$ cat src/tim_pkg.sv
// Constants, types and helpers shared by the timer interrupt flag and mask unit
package tim_pkg;

	// ****************************************
	// Register map
	// ****************************************
	localparam logic [7:0] TIM_FLAGS_OFS = 8'h36;
	localparam logic [7:0] TIM_MASK_OFS = 8'h37;
	localparam logic [7:0] TIM_STATUS_OFS = 8'h3F;
	localparam int TIM_GIE_BIT = 7;

	localparam logic [7:0] TIM_FLAGS_RST = 8'h00;
	localparam logic [7:0] TIM_MASK_RST = 8'h00;
	localparam logic TIM_GIE_RST = 1'b0;
	localparam logic [7:0] TIM_RDATA_RST = 8'h00;

	// ****************************************
	// Flag and mask bit positions
	// ****************************************
	localparam int TIM_BIT_CNT2_CMP = 7;
	localparam int TIM_BIT_CNT2_OVF = 6;
	localparam int TIM_BIT_CNT1_CAP = 5;
	localparam int TIM_BIT_CNT1_CMP_A = 4;
	localparam int TIM_BIT_CNT1_CMP_B = 3;
	localparam int TIM_BIT_CNT1_OVF = 2;
	localparam int TIM_BIT_CNT0_CMP = 1;
	localparam int TIM_BIT_CNT0_OVF = 0;

	// ****************************************
	// Vector table
	// ****************************************
	localparam logic [15:0] TIM_VEC_BASE = 16'h0012;
	localparam logic [15:0] TIM_VEC_RST = 16'h0000;
	localparam logic [2:0] TIM_IDX_RST = 3'h0;
	localparam logic [2:0] TIM_IDX_TOP = 3'h7;

	// ****************************************
	// Event carriers
	// ****************************************
	typedef struct packed {
		logic cnt2_cmp;
		logic cnt1_capture;
		logic cnt1_cmp_a;
		logic cnt1_cmp_b;
		logic cnt0_cmp;
		logic cnt0_ovf;
	} tim_match_t;

	typedef struct packed {
		logic cnt2_pwm;
		logic cnt2_wrap;
		logic cnt2_turn;
		logic cnt1_pwm;
		logic cnt1_wrap;
		logic cnt1_turn;
	} tim_ovf_src_t;

	// Bit 7 has the lowest vector, each lower bit is one word further on
	function automatic logic [15:0] tim_vec_addr(input logic [2:0] idx);
		tim_vec_addr = TIM_VEC_BASE + {12'h000, TIM_IDX_TOP - idx, 1'b0};
	endfunction

endpackage

$ cat src/tim_irq_arbiter.sv
// Fixed priority pick among pending timer interrupt sources
`timescale 1ns/1ps
module tim_irq_arbiter #(
	parameter int WIDTH = 8
) (
	input wire logic [WIDTH-1:0] pending_in,
	output logic any_out,
	output logic [2:0] idx_out
);
	import tim_pkg::*;

	// Higher bit wins: it owns the lower vector address
	always_comb
	begin
		any_out = 1'b0;
		idx_out = TIM_IDX_RST;
		for (int i = 0; i < WIDTH; i++)
		begin
			if (pending_in[i])
			begin
				any_out = 1'b1;
				idx_out = i[2:0];
			end
		end
	end

endmodule

$ cat src/tim_irq_unit.sv
// Timer interrupt flag, mask and global enable unit with vector request to the core
// Summary of operation
// - Compare A request at vector 0018 needs mask bit 4 and global enable.
// - Compare B request at vector 001A needs mask bit 3 and global enable.
// - Counter 1 overflow request at 001C needs mask bit 2 and global enable.
// - Counter 0 compare request at 001E needs mask bit 1 and global enable.
// - Counter 0 overflow request at 0020 needs mask bit 0 and global enable.
// - Counter 2 compare match sets flag bit 7.
// - Counter 2 overflow sets flag bit 6.
// - Counter 2 in PWM sets bit 6 on direction turn at zero, not wrap.
// - Input capture sets flag bit 5.
// - Counter 1 compare A match sets flag bit 4.
// - Counter 1 compare B match sets flag bit 3.
// - Counter 1 overflow in normal counting sets flag bit 2.
// - Counter 1 in PWM sets overflow flag on direction turn at zero.
// - Counter 0 compare match sets flag bit 1.
// - Counter 0 overflow sets flag bit 0.
// - Taking a vector clears the flag belonging to it.
// - Writing one to a flag clears it; zero leaves it alone.
// - Request only while global enable, mask bit and flag are all one.
// - Eight readable flags, reset to zero, in the fixed bit order.
// - Mask bits 7, 6, 5 enable vectors 0012, 0014 and 0016.
// - Taking any vector clears global enable; return sets it again.
//
// Added by the designer: strobed register access.
`timescale 1ns/1ps
module tim_irq_unit #(
	parameter int NUM_SRC = 8
) (
	input wire logic ref_clk_in,
	input wire logic rst_in,
	input wire logic [7:0] reg_addr_in,
	input wire logic [7:0] reg_wdata_in,
	input wire logic reg_wr_in,
	input wire logic reg_rd_in,
	output logic [7:0] reg_rdata_out,
	input wire tim_pkg::tim_match_t match_in,
	input wire tim_pkg::tim_ovf_src_t ovf_src_in,
	input wire logic vector_taken_in,
	input wire logic reti_in,
	output logic irq_req_out,
	output logic [15:0] irq_vector_out,
	output logic [2:0] irq_idx_out,
	output logic gie_out
);
	import tim_pkg::*;

	// ****************************************
	// State
	// ****************************************
	logic [7:0] timer_event_flags;
	logic [7:0] timer_irq_enable_mask;
	logic gie;
	logic [7:0] next_flags;
	logic [7:0] next_mask;
	logic next_gie;
	logic [7:0] set_vec;
	logic [7:0] sw_clr;
	logic [7:0] hw_clr;
	logic [7:0] next_pending;
	logic next_any;
	logic [2:0] next_idx;
	logic taken;
	logic wr_flags;
	logic wr_mask;
	logic wr_status;

	assign wr_flags = reg_wr_in && (reg_addr_in == TIM_FLAGS_OFS);
	assign wr_mask = reg_wr_in && (reg_addr_in == TIM_MASK_OFS);
	assign wr_status = reg_wr_in && (reg_addr_in == TIM_STATUS_OFS);
	// An acknowledge without a standing request has nothing to clear
	assign taken = vector_taken_in && irq_req_out;

	// ****************************************
	// Event collection
	// ****************************************
	always_comb
	begin
		set_vec = 8'h00;
		set_vec[TIM_BIT_CNT2_CMP] = match_in.cnt2_cmp;
		set_vec[TIM_BIT_CNT2_OVF] = ovf_src_in.cnt2_pwm ? ovf_src_in.cnt2_turn
			: ovf_src_in.cnt2_wrap;
		set_vec[TIM_BIT_CNT1_CAP] = match_in.cnt1_capture;
		set_vec[TIM_BIT_CNT1_CMP_A] = match_in.cnt1_cmp_a;
		set_vec[TIM_BIT_CNT1_CMP_B] = match_in.cnt1_cmp_b;
		set_vec[TIM_BIT_CNT1_OVF] = ovf_src_in.cnt1_pwm ? ovf_src_in.cnt1_turn
			: ovf_src_in.cnt1_wrap;
		set_vec[TIM_BIT_CNT0_CMP] = match_in.cnt0_cmp;
		set_vec[TIM_BIT_CNT0_OVF] = match_in.cnt0_ovf;
	end

	// ****************************************
	// Next register values
	// ****************************************
	always_comb
	begin
		sw_clr = wr_flags ? reg_wdata_in : 8'h00;
		// clear the flag of the taken vector
		hw_clr = 8'h00;
		if (taken)
		begin
			hw_clr[irq_idx_out] = 1'b1;
		end
		next_flags = (timer_event_flags & ~(sw_clr | hw_clr)) | set_vec;
		next_mask = wr_mask ? reg_wdata_in : timer_irq_enable_mask;
		// taken clears, return sets, software write loads data bit 7
		if (taken)
		begin
			next_gie = 1'b0;
		end
		else if (reti_in)
		begin
			next_gie = 1'b1;
		end
		else if (wr_status)
		begin
			next_gie = reg_wdata_in[TIM_GIE_BIT];
		end
		else
		begin
			next_gie = gie;
		end
		// flag, mask and global enable all needed
		next_pending = next_flags & next_mask & {8{next_gie}};
	end

	tim_irq_arbiter #(
		.WIDTH(NUM_SRC)
	) u_arbiter (
		.pending_in(next_pending),
		.any_out(next_any),
		.idx_out(next_idx)
	);

	// ****************************************
	// Flag register
	// ****************************************
	// flags reset to zero
	always_ff @(posedge ref_clk_in)
	begin
		if (rst_in)
		begin
			timer_event_flags <= TIM_FLAGS_RST;
		end
		else
		begin
			timer_event_flags <= next_flags;
		end
	end

	// ****************************************
	// Mask and global enable
	// ****************************************
	always_ff @(posedge ref_clk_in)
	begin
		if (rst_in)
		begin
			timer_irq_enable_mask <= TIM_MASK_RST;
			gie <= TIM_GIE_RST;
		end
		else
		begin
			timer_irq_enable_mask <= next_mask;
			gie <= next_gie;
		end
	end

	// ****************************************
	// Request to the core
	// ****************************************
	// Built from next values so the request mirrors the registers with no lag
	always_ff @(posedge ref_clk_in)
	begin
		if (rst_in)
		begin
			irq_req_out <= 1'b0;
			irq_idx_out <= TIM_IDX_RST;
			irq_vector_out <= TIM_VEC_RST;
			gie_out <= TIM_GIE_RST;
		end
		else
		begin
			irq_req_out <= next_any;
			irq_idx_out <= next_idx;
			irq_vector_out <= next_any ? tim_vec_addr(next_idx) : TIM_VEC_RST;
			gie_out <= next_gie;
		end
	end

	// ****************************************
	// Register read port
	// ****************************************
	// flags readable
	always_ff @(posedge ref_clk_in)
	begin
		if (rst_in)
		begin
			reg_rdata_out <= TIM_RDATA_RST;
		end
		else if (reg_rd_in)
		begin
			case (reg_addr_in)
				TIM_FLAGS_OFS: reg_rdata_out <= timer_event_flags;
				TIM_MASK_OFS: reg_rdata_out <= timer_irq_enable_mask;
				TIM_STATUS_OFS: reg_rdata_out <= {gie, 7'h00};
				default: reg_rdata_out <= TIM_RDATA_RST;
			endcase
		end
		else
		begin
			// Data stand only in the cycle after the read
			reg_rdata_out <= TIM_RDATA_RST;
		end
	end

	logic [7:0] pend_now;
	assign pend_now = timer_event_flags & timer_irq_enable_mask & {8{gie}};
endmodule

$ cat config.mk
export PLATFORM = sky130hd
export DESIGN_NAME = tim_irq_unit
export DESIGN_NICKNAME = d
export VERILOG_FILES = /design/src/tim_pkg.sv /design/src/tim_irq_arbiter.sv /design/src/tim_irq_unit.sv
export SDC_FILE = /design/constraint.sdc
export NUM_CORES = 1
export LEC_CHECK = 0
export ABC_AREA = 1
export BUFFER_PORTS_ARGS = -buffer_cell sky130_fd_sc_hd__buf_2
export CAP_MARGIN = 30
export CORE_MARGIN = 2
export CORE_UTILIZATION = 30
export CTS_CLUSTER_SIZE = 30
export DETAILED_ROUTE_END_ITERATION = 10
export PLACE_DENSITY_LB_ADDON = 0.1
export SKIP_CTS_REPAIR_TIMING = 1
export SYNTH_ARGS = -nofsm -noshare
export SYNTH_HDL_FRONTEND = slang
export SYNTH_SLANG_ARGS = --single-unit
export TNS_END_PERCENT = 1
$ cat constraint.sdc
create_clock -name ref_clk_in -period 2 [get_ports ref_clk_in]
set_input_delay 0.2 -clock ref_clk_in [delete_from_list [all_inputs] [get_ports ref_clk_in]]
set_output_delay 0.2 -clock ref_clk_in [all_outputs]
set_load 0.01 [all_outputs]
==> impl_metrics.toml, run 1 <==
[clock_tree]
tritoncts = "built"
clock-sinks = 34
cts_buffers = 5
htreeDepth = 2
clockBufferDepth = 2
clkTransAtPathRegs_ns = 0.07
worstSkewPairLatency_ns = 0.29
cts-root-buf = "clkbuf_8"

[final_layout]
fillers = 646
syn2layout_area_growth_pct = 37.14
n_antenna_cell = 0
nets = 376
stdcell_area_sq_mm = 0.002555
drive_gt1_share_pct = 43.11

[sta]
final-hold-violation-count = 0
fin_crit_sh_pct = 94.24
slew_viol_final = 0
finalSetupViolCount = 0
fin_ws_ns = 0.1151
holdWs_ns = 0.1644
rsz0062_at_grt = "true"
layout_min_cycle_time_ns = 1.885
setup_tns_ns = 0
timing.fmax_ghz = 0.5305
final.setup_skew_ns = 0.008091

[pwr]
total_power_mw = 1.397
power_density_mw_per_mm2 = 546.7
irDropWorstVdd_mv = 0.2231
p_leak_nw = 1.314

[die]
die_w_um = 82.81
dieArea_sq_mm = 0.006857
pin_count = 63
die_h_um = 82.81
placementRows = 28
core_sq_mm = 0.005956
initial_core_util_pct = 31.28

[yosys]
async_flop_share_pct = 0
synth.distinct_cells = 35
ys_ff_latch = 34
synthesis.instances = 253
synth_edf_count = 0
ys.flop_type = "dfxtp_1"
synth.avg_cell_area_sq_um = 7.364
synth.area.top_cells = "dfxtp_1 37%, nand2_1 9.5%, inv_1 8.7%, nand3_2 4.8%, buf_4 4.8%"
yosysMostFrequentCell = "nand2_1"
seq_area_frac_synth_pct = 36.53
synth_top_area_share_pct = 36.53
yosys.area.top_type = "dfxtp_1"
yosys-top-cells-count = "47 x nand2_1, 43 x inv_1, 34 x dfxtp_1"
syn_area_sq_mm = 0.001863
yosysWarnings = 0

[worst_setup_path]
cp_slowest_cell = "dfxtp_2"
cp_slowest_stage_delay_ns = 0.33
worstPathMaxFanout = 4
cp_data_required_time_ns = 2.18
crit_top_cell = "nand2_1"
endpoint_kind = "flip-flop"
path_cells = "buf_4, nor2_1, nand2_1, nand3_2, nand2_1, nand3_2, nand2_1, nand2_1, nand2_1, nand2_1, inv_1, ha_2, ha_4, inv_2, nor2_2"
cp_data_arrival_time_ns = 2.07
critPathLaunchType = "flip-flop"
critical_path_class = "flip-flop to flip-flop"

[placed_design]
port_buffers = 51
dpl_cell_area_sq_mm = 0.002325
dpl.hpwl_um = 3756
dpl_worst_slack_ns = -0.2621
place.gp.congestion = 0.8103

[grt]
grt_pass1_vias = 1691
grt_max_degree = 20
grt_usage_pct = 14.45
overflow = 0
grt_first_pass_wirelength_um = 8045
antenna_found_initial = 0

[route]
drt-initial-drc-count = 49
wl_um = 4785
drc = 0
wl_per_cell_um = 11.50
ant_nets = 0
avgViaCountPerCell = 4.236
via_count = 1762
firstDrtPassIters = 4

[outcome]
status = "complete, no violations"

[job]
maxCapViolCount = 0

[min_path]
hp-class = "input pin to flip-flop"
## layer usage
layer | up-vias | routed length [um] | global-route usage (%)
li1 | 941 | - | -
met1 | 771 | 2225 | 18.96
met2 | 44 | 2276 | 23.53
met3 | 6 | 228 | 3.380
met4 | 0 | 55 | 4.471
met5 | - | 0 | 0
## path summary, 6_finish.rpt
check,startpoint,to,slack (ns),cells past startpoint
worst max-delay path,irq_idx_out[1],irq_vector_out[3],0.12,15
worst min-delay path,match_in[3],timer_event_flags[4],0.16,3
worst max register to register,irq_idx_out[1],irq_vector_out[3],0.12,15
worst min register to register,timer_event_flags[0],reg_rdata_out[0],0.48,2
## kinds of logic after synthesis
| family | count (synthesis) | synth area share (%) |
|---|---|---|
| and+or+nand+nor | 116 | 34.25 |
| buffers and inverters | 66 | 16.52 |
| DFF | 34 | 36.53 |
| AOI/OAI and AO/OA | 32 | 10.07 |
| muxes | 2 | 1.075 |
| adders and majority gates | 2 | 1.343 |
| other | 1 | 0.2013 |
## registers in the layout, summed over array words and instances (netlist names)
name	flops
gie_out	1
irq_idx_out	3
irq_req_out	1
irq_vector_out	5
reg_rdata_out	8
timer_event_flags	8
timer_irq_enable_mask	8
## stage by stage
stage	util, %	std cells
2_1_floorplan	-	263
3_3_place_gp	39.03	398
3_5_place_dp	39.03	398
4_1_cts	40.57	406
5_1_grt	42.90	416
6_report	42.90	416
## final cells by class
type	count	area, sq um	share of cell area [%]
clock inverters	1	5.005	0.1959
well taps	75	93.84	3.673
multi-input cells	164	973.4	38.10
inverters	50	200.2	7.835
repair buffers	85	510.5	19.98
clock buffers	7	86.33	3.379
flip-flops and latches	34	685.7	26.84
## critical path: cells and delay by family (launching register included)
family                     cells  cell delay, ns
DFF                            1            0.33
adders and majority gates      2            0.42
buffers and inverters          3            0.23
and+or+nand+nor               10            0.81
## report_power, final
group	total (mW)	internal [mW]	switching [mW]
clock	0.528	0.278	0.251
sequential	0.700	0.692	0.00820
combinational	0.169	0.0721	0.0966
## cells in the final DEF (no fill, tap or decap), types with 3 or more instances in the layout
master,Yosys,routed
a21oi_1,14,12
a21oi_2,1,3
buf_2,0,51
buf_4,12,34
clkbuf_8,0,6
conb_1,1,11
dfxtp_1,34,30
dfxtp_2,0,4
inv_1,43,40
inv_2,4,5
inv_4,1,3
nand2_1,47,46
nand2_2,7,8
nand3_1,14,13
nand3_2,9,10
nand4_1,5,5
nor2_1,22,20
nor2_2,1,3
nor2_4,3,4
o21ai_1,5,5
o21ai_2,3,3
o22ai_1,3,3
No activity file was read; power rests on OpenSTA's default activity.
==> run 2, diff against run 1 <==
--- a/config.mk
+++ b/config.mk
@@ -13,6 +13,7 @@
 export CTS_CLUSTER_SIZE = 30
 export DETAILED_ROUTE_END_ITERATION = 10
 export PLACE_DENSITY_LB_ADDON = 0.1
+export RECOVER_POWER = 25
 export SKIP_CTS_REPAIR_TIMING = 1
 export SYNTH_ARGS = -nofsm -noshare
 export SYNTH_HDL_FRONTEND = slang
==> run 2 against run 1 <==
- fmax unchanged
- count of clock-buffer cells in the layout unchanged
- via count unchanged
- register-to-register slack about the same
- cell count unchanged
- utilization decreased by 0.25 points
- critical path type unchanged
- largest cell class unchanged
- largest power group unchanged
==> impl_metrics.toml, run 2 (synthesis gave the netlist of run 1 again) <==
[outcome]
status = "complete, no violations"

[route]
wl_um = 4783
firstDrtPassIters = 4
ant_nets = 0
drt-initial-drc-count = 48
via_count = 1762
drc = 0
wl_per_cell_um = 11.50
avgViaCountPerCell = 4.236

[final_layout]
nets = 376
final_common_cell = "nand2_1"
n_antenna_cell = 0
reg_top3 = "reg_rdata_out: 8 flops, timer_event_flags: 8 flops, timer_irq_enable_mask: 8 flops"
fin_cells = 416
finish.utilization_pct = 42.65
layout_common_cells = "46 x nand2_1, 40 x inv_1, 39 x buf_2"
stdcell_area_sq_mm = 0.002540
syn2layout_area_growth_pct = 36.33
drive_gt1_share_pct = 39.59

[worst_setup_path]
ff2ff_path_depth = 15
critical_path_class = "flip-flop to flip-flop"
critPathLaunchType = "flip-flop"
r2r-start = "irq_idx_out[1]"
r2r-end = "irq_vector_out[3]"
worstPathMaxFanout = 4
endpoint_kind = "flip-flop"
cp_data_arrival_time_ns = 2.07
crit_start = "irq_idx_out[1]"
cp_data_required_time_ns = 2.18
r2r_slack_ns = 0.12

[die]
die_h_um = 82.81
initial_core_util_pct = 31.28
die_w_um = 82.81
placementRows = 28
core_sq_mm = 0.005956
dieArea_sq_mm = 0.006857
pin_count = 63

[sta]
timing.fmax_ghz = 0.5305
setup_tns_ns = 0
rsz0062_at_grt = "true"
final-hold-violation-count = 0
final.setup_skew_ns = 0.008156
layout_min_cycle_time_ns = 1.885
slew_viol_final = 0
fin_crit_sh_pct = 94.24
finalSetupViolCount = 0

[placed_design]
port_buffers = 51
place.gp.congestion = 0.8103
dpl_cell_area_sq_mm = 0.002325
place_inst = 398
dpl.hpwl_um = 3756

[pwr]
power_density_mw_per_mm2 = 549.8
irDropWorstVdd_mv = 0.2228
p_leak_nw = 1.261

[min_path]
holdPathEnd = "timer_event_flags[4]"
min-delay-start = "match_in[3]"
hold_depth = 3
hp-class = "input pin to flip-flop"

[clock_tree]
clockBufferDepth = 2
clkTransAtPathRegs_ns = 0.07
clock-sinks = 34
cts-root-buf = "clkbuf_8"
htreeDepth = 2
worstSkewPairLatency_ns = 0.29
cts_buffers = 5
tritoncts = "built"

[grt]
grt_max_degree = 20
grt_pass1_vias = 1691
overflow = 0
antenna_found_initial = 0
grt_first_pass_wirelength_um = 8045
grt_usage_pct = 14.45

[job]
maxCapViolCount = 0
-- run 2: cell types whose count changed in the layout (fill, tap and decap cells not counted) --
cell,change
buf_2,-12
clkbuf_1,+12
-- run 2: worst max-delay path by stage --
stage	to	depth (start not counted)
floorplan	irq_vector_out[3]	17
global placement	irq_vector_out[3]	19
detailed placement	irq_vector_out[3]	19
CTS	irq_vector_out[3]	16
global route	irq_vector_out[3]	16
finish	irq_vector_out[3]	15
-- run 2: metal layers --
| metal | wire (um) | GRT usage, % |
|---|---|---|
| met5 | 0 | 0 |
| met3 | 228 | 3.380 |
| met2 | 2276 | 23.53 |
| met1 | 2223 | 18.96 |
| met4 | 55 | 4.471 |
-- run 2: metrics by stage --
| step | setup slack (ns) | hold WS (ns) | total power [mW] |
|---|---|---|---|
| after global routing | -0.05923 | 0.1624 | 1.470 |
| after detailed placement | -0.2621 | 0.4706 | 0.8739 |
| after global placement | -0.2429 | 0.4691 | 0.8737 |
| after floorplan | 0.07495 | 0.3544 | 0.8165 |
| final | 0.1151 | 0.1644 | 1.396 |
| after CTS | -0.02334 | 0.1626 | 1.402 |
-- run 2: area by class of cell --
cell class	count	area, sq um
Clock inverter	1	5.005
Clock buffer	7	86.33
Tap cell	75	93.84
Inverter	50	200.2
Timing Repair Buffer	85	495.5
Fill cell	649	3416
Sequential cell	34	685.7
Multi-Input combinational cell	164	973.4
-- run 2: worst max-delay path, cell delays in order (launching register included) --
cell and delay, ns:
dfxtp_2 0.33, buf_4 0.14, nor2_1 0.18, nand2_1 0.11, nand3_2 0.09, nand2_1 0.08
nand3_2 0.10, nand2_1 0.06, nand2_1 0.05, nand2_1 0.05, nand2_1 0.07, inv_1 0.05
ha_2 0.19, ha_4 0.23, inv_2 0.04, nor2_2 0.02
-- run 2: power breakdown --
part | internal, mW | switching [mW]
registers | 0.692 | 0.00821
logic | 0.0720 | 0.0966
clock network | 0.278 | 0.250
==> run 3, diff against run 2 <==
--- a/config.mk
+++ b/config.mk
@@ -5,7 +5,6 @@
 export SDC_FILE = /design/constraint.sdc
 export NUM_CORES = 1
 export LEC_CHECK = 0
-export ABC_AREA = 1
 export BUFFER_PORTS_ARGS = -buffer_cell sky130_fd_sc_hd__buf_2
 export CAP_MARGIN = 30
 export CORE_MARGIN = 2
==> run 3 against run 2 <==
- the run now ends with negative setup slack left
- cell area shrank 3.0%
- sequential share of layout area grew 0.73 points
- critical path depth is 4 lower
- critical path type unchanged
- synthesized area is 9.7% lower
- routed wire length shrank 4.5%
- hold slack better by 0.029 ns
- worst setup slack worse by 0.37 ns
- count of clock-buffer cells in the layout fell by 1
- clock skew down 0.0041 ns
==> impl_metrics.toml, run 3 <==
[outcome]
status = "finished with violations"
violations = "negative setup slack"

[grt]
grt_usage_pct = 15.14
antenna_found_initial = 0
overflow = 0
grt_pass1_vias = 1471
grt_first_pass_wirelength_um = 7231
grt_max_degree = 23

[pwr]
seq_power_share_pct = 50.7
sw_frac_of_total_pct = 24.01
pwr-share-clk_pct = 35.9
p_leak_nw = 1.049
total_power_mw = 1.382
power_switching_mw = 0.3318
irDropWorstVdd_mv = 0.2559
power_density_mw_per_mm2 = 560.9
combPwrFrac_pct = 13.4
power.internal_mw = 1.050

[route]
firstDrtPassIters = 4
wl_um = 4566
drc = 0
wl_per_cell_um = 13.47
ant_nets = 0
avgViaCountPerCell = 4.407
drt-initial-drc-count = 33
via_count = 1494

[yosys]
synth_edf_count = 0
synthXorXnorAreaFrac_pct = 0
ys.flop_type = "dfxtp_1"
synth.area.top_cells = "dfxtp_1 40%, mux2i_1 7.7%, nor2_1 6.2%, buf_4 5.8%, nand4_1 2.6%"
synth_top_family_by_area = "simple AND/OR/NAND/NOR gates"
seq_area_frac_synth_pct = 40.45
yosys-top-cells-count = "34 x dfxtp_1, 28 x nor2_1, 13 x buf_4, 13 x mux2i_1, 7 x nand4_1"
ys_ff_latch = 34
async_flop_share_pct = 0
yosysMostFrequentCell = "dfxtp_1"
muxShareOfSynthArea_pct = 10.93
yosys.area.top_type = "dfxtp_1"
synth_compound_area_share_pct = 15.84
yosys.area_share.simple_pct = 21.26
syn_area_sq_mm = 0.001683
synth.avg_cell_area_sq_um = 9.616
synth_top_area_share_pct = 40.45
synth.distinct_cells = 45
yosysWarnings = 0
synthesis.instances = 175
synth_fa_ha_area_share_pct = 1.487

[final_layout]
layout_common_cells = "43 x buf_4, 41 x buf_2, 32 x dfxtp_1"
syn2layout_area_growth_pct = 46.39
finish.utilization_pct = 45.02
final_common_cell = "buf_4"
fillers = 569
nets = 304
seqCellArea_sq_um = 683.2
multi_input_area_sq_um = 999.7
n_antenna_cell = 0
reg_top3 = "reg_rdata_out: 8 flops, timer_event_flags: 8 flops, timer_irq_enable_mask: 8 flops"
drive_gt1_share_pct = 46.44

[clock_tree]
tritoncts = "built"
clock-sinks = 34
clockBufferDepth = 2
htreeDepth = 2
clkTransAtPathRegs_ns = 0.07
cts-root-buf = "clkbuf_8"
cts_buffers = 5
worstSkewPairLatency_ns = 0.28

[die]
die_h_um = 78.90
pin_count = 63
dieArea_sq_mm = 0.006224
initial_core_util_pct = 30.75
die_w_um = 78.90
core_sq_mm = 0.005473
placementRows = 27

[sta]
timing.fmax_ghz = 0.4437
slew_viol_final = 0
finalSetupViolCount = 4
fin_ws_ns = -0.2537
final-hold-violation-count = 0
fin_crit_sh_pct = 112.7
final.setup_skew_ns = 0.004017
rsz0062_at_grt = "true"
layout_min_cycle_time_ns = 2.254

[worst_setup_path]
critical_path_class = "flip-flop to flip-flop"
cp_slowest_cell = "dfxtp_2"
endpoint_kind = "flip-flop"
crit_start = "irq_idx_out[0]"
critPathTopFamily = "compound AO/OA/AOI/OAI gates"
critPathLaunchType = "flip-flop"
worstPathMaxFanout = 4
crit_top_cell = "ha_4"
r2r-start = "irq_idx_out[0]"
cp_data_arrival_time_ns = 2.42
path_buf_inv = 2
cp_slowest_stage_delay_ns = 0.32
cp_data_required_time_ns = 2.16
path_cells = "nand3b_1, o21a_1, a221oi_2, buf_4, o21ba_4, o221ai_4, and2_4, ha_4, ha_4, inv_2, nor2_1"

[job]
maxCapViolCount = 0

[placed_design]
place.gp.congestion = 0.7699
dpl.hpwl_um = 3499
port_buffers = 51

[min_path]
min-delay-start = "reg_rd_in"
hp-class = "input pin to flip-flop"
[run 3: changes by cell type in the layout (fill, tap and decap cells not counted), moves of 4 or more]
cell     change
o21ai_1      -4
inv_1       -36
nand2_1     -42
or3_1        +5
a21oi_1      -8
nor2_4       -4
mux2i_1     +10
nor2_1       +7
buf_4        +9
nand3_1     -10
nand2_2      -8
nand3_2     -10
[run 3: path summary, 6_finish.rpt]
path	to	slack (ns)	cells after the start
worst max-delay path	irq_vector_out[3]	-0.25	11
worst min-delay path	reg_rdata_out[7]	0.19	3
worst max register to register	irq_vector_out[3]	-0.25	11
worst min register to register	reg_rdata_out[4]	0.50	2
[run 3: routing by layer]
metal | GRT usage, % | vias to the layer above | routed length [um]
met5 | 0 | - | 0
met4 | 4.138 | 0 | 42
met3 | 3.864 | 5 | 153
met2 | 23.93 | 29 | 2120
met1 | 20.53 | 669 | 2249
li1 | - | 791 | -
[run 3: area by class of cell]
class                   instances  area share [%]
repair buffers                 95           23.77
multi-input cells             126           40.58
inverters                       6          0.9142
well taps                      72           3.657
clock buffers                   6           3.352
flip-flops and latches         34           27.73
[run 3: kinds of logic (layout without fill, tap and decap cells)]
| logic type | count (synthesis) | count (layout) |
|---|---|---|
| AO/OA/AOI/OAI | 29 | 29 |
| multiplexers | 17 | 17 |
| other | 1 | 11 |
| AND/OR/NAND/NOR | 67 | 67 |
| flip-flops | 34 | 34 |
| buffers and inverters | 25 | 107 |
| adder cells (fa/ha/maj) | 2 | 2 |
[run 3: stage by stage]
stage | setup slack [ns] | hold slack (ns) | std cells | cell area, sq um | setup TNS, ns
6_report | -0.2537 | 0.1937 | 339 | 2464 | -0.7353
2_1_floorplan | -0.2501 | 0.3290 | 185 | 1748 | -0.5824
3_5_place_dp | -0.4119 | 0.4839 | 332 | 2277 | -1.366
3_3_place_gp | -0.3599 | 0.4838 | 332 | 2277 | -1.189
4_1_cts | -0.3391 | 0.1868 | 338 | 2360 | -1.021
5_1_grt | -0.3378 | 0.2165 | 339 | 2464 | -1.146
[run 3: power by group through the flow]
stage               clock network (mW)  logic, mW  registers [mW]
global placement                     0      0.172           0.714
finish                           0.496      0.185           0.701
detailed placement                   0      0.173           0.714
CTS                              0.521      0.173           0.699
floorplan                            0      0.101           0.713
global route                     0.551      0.204           0.702
[run 3: worst min-delay path: stages]
cell	delay, ns
buf_2	0.10
nand3b_1	0.09
nor3_1	0.05
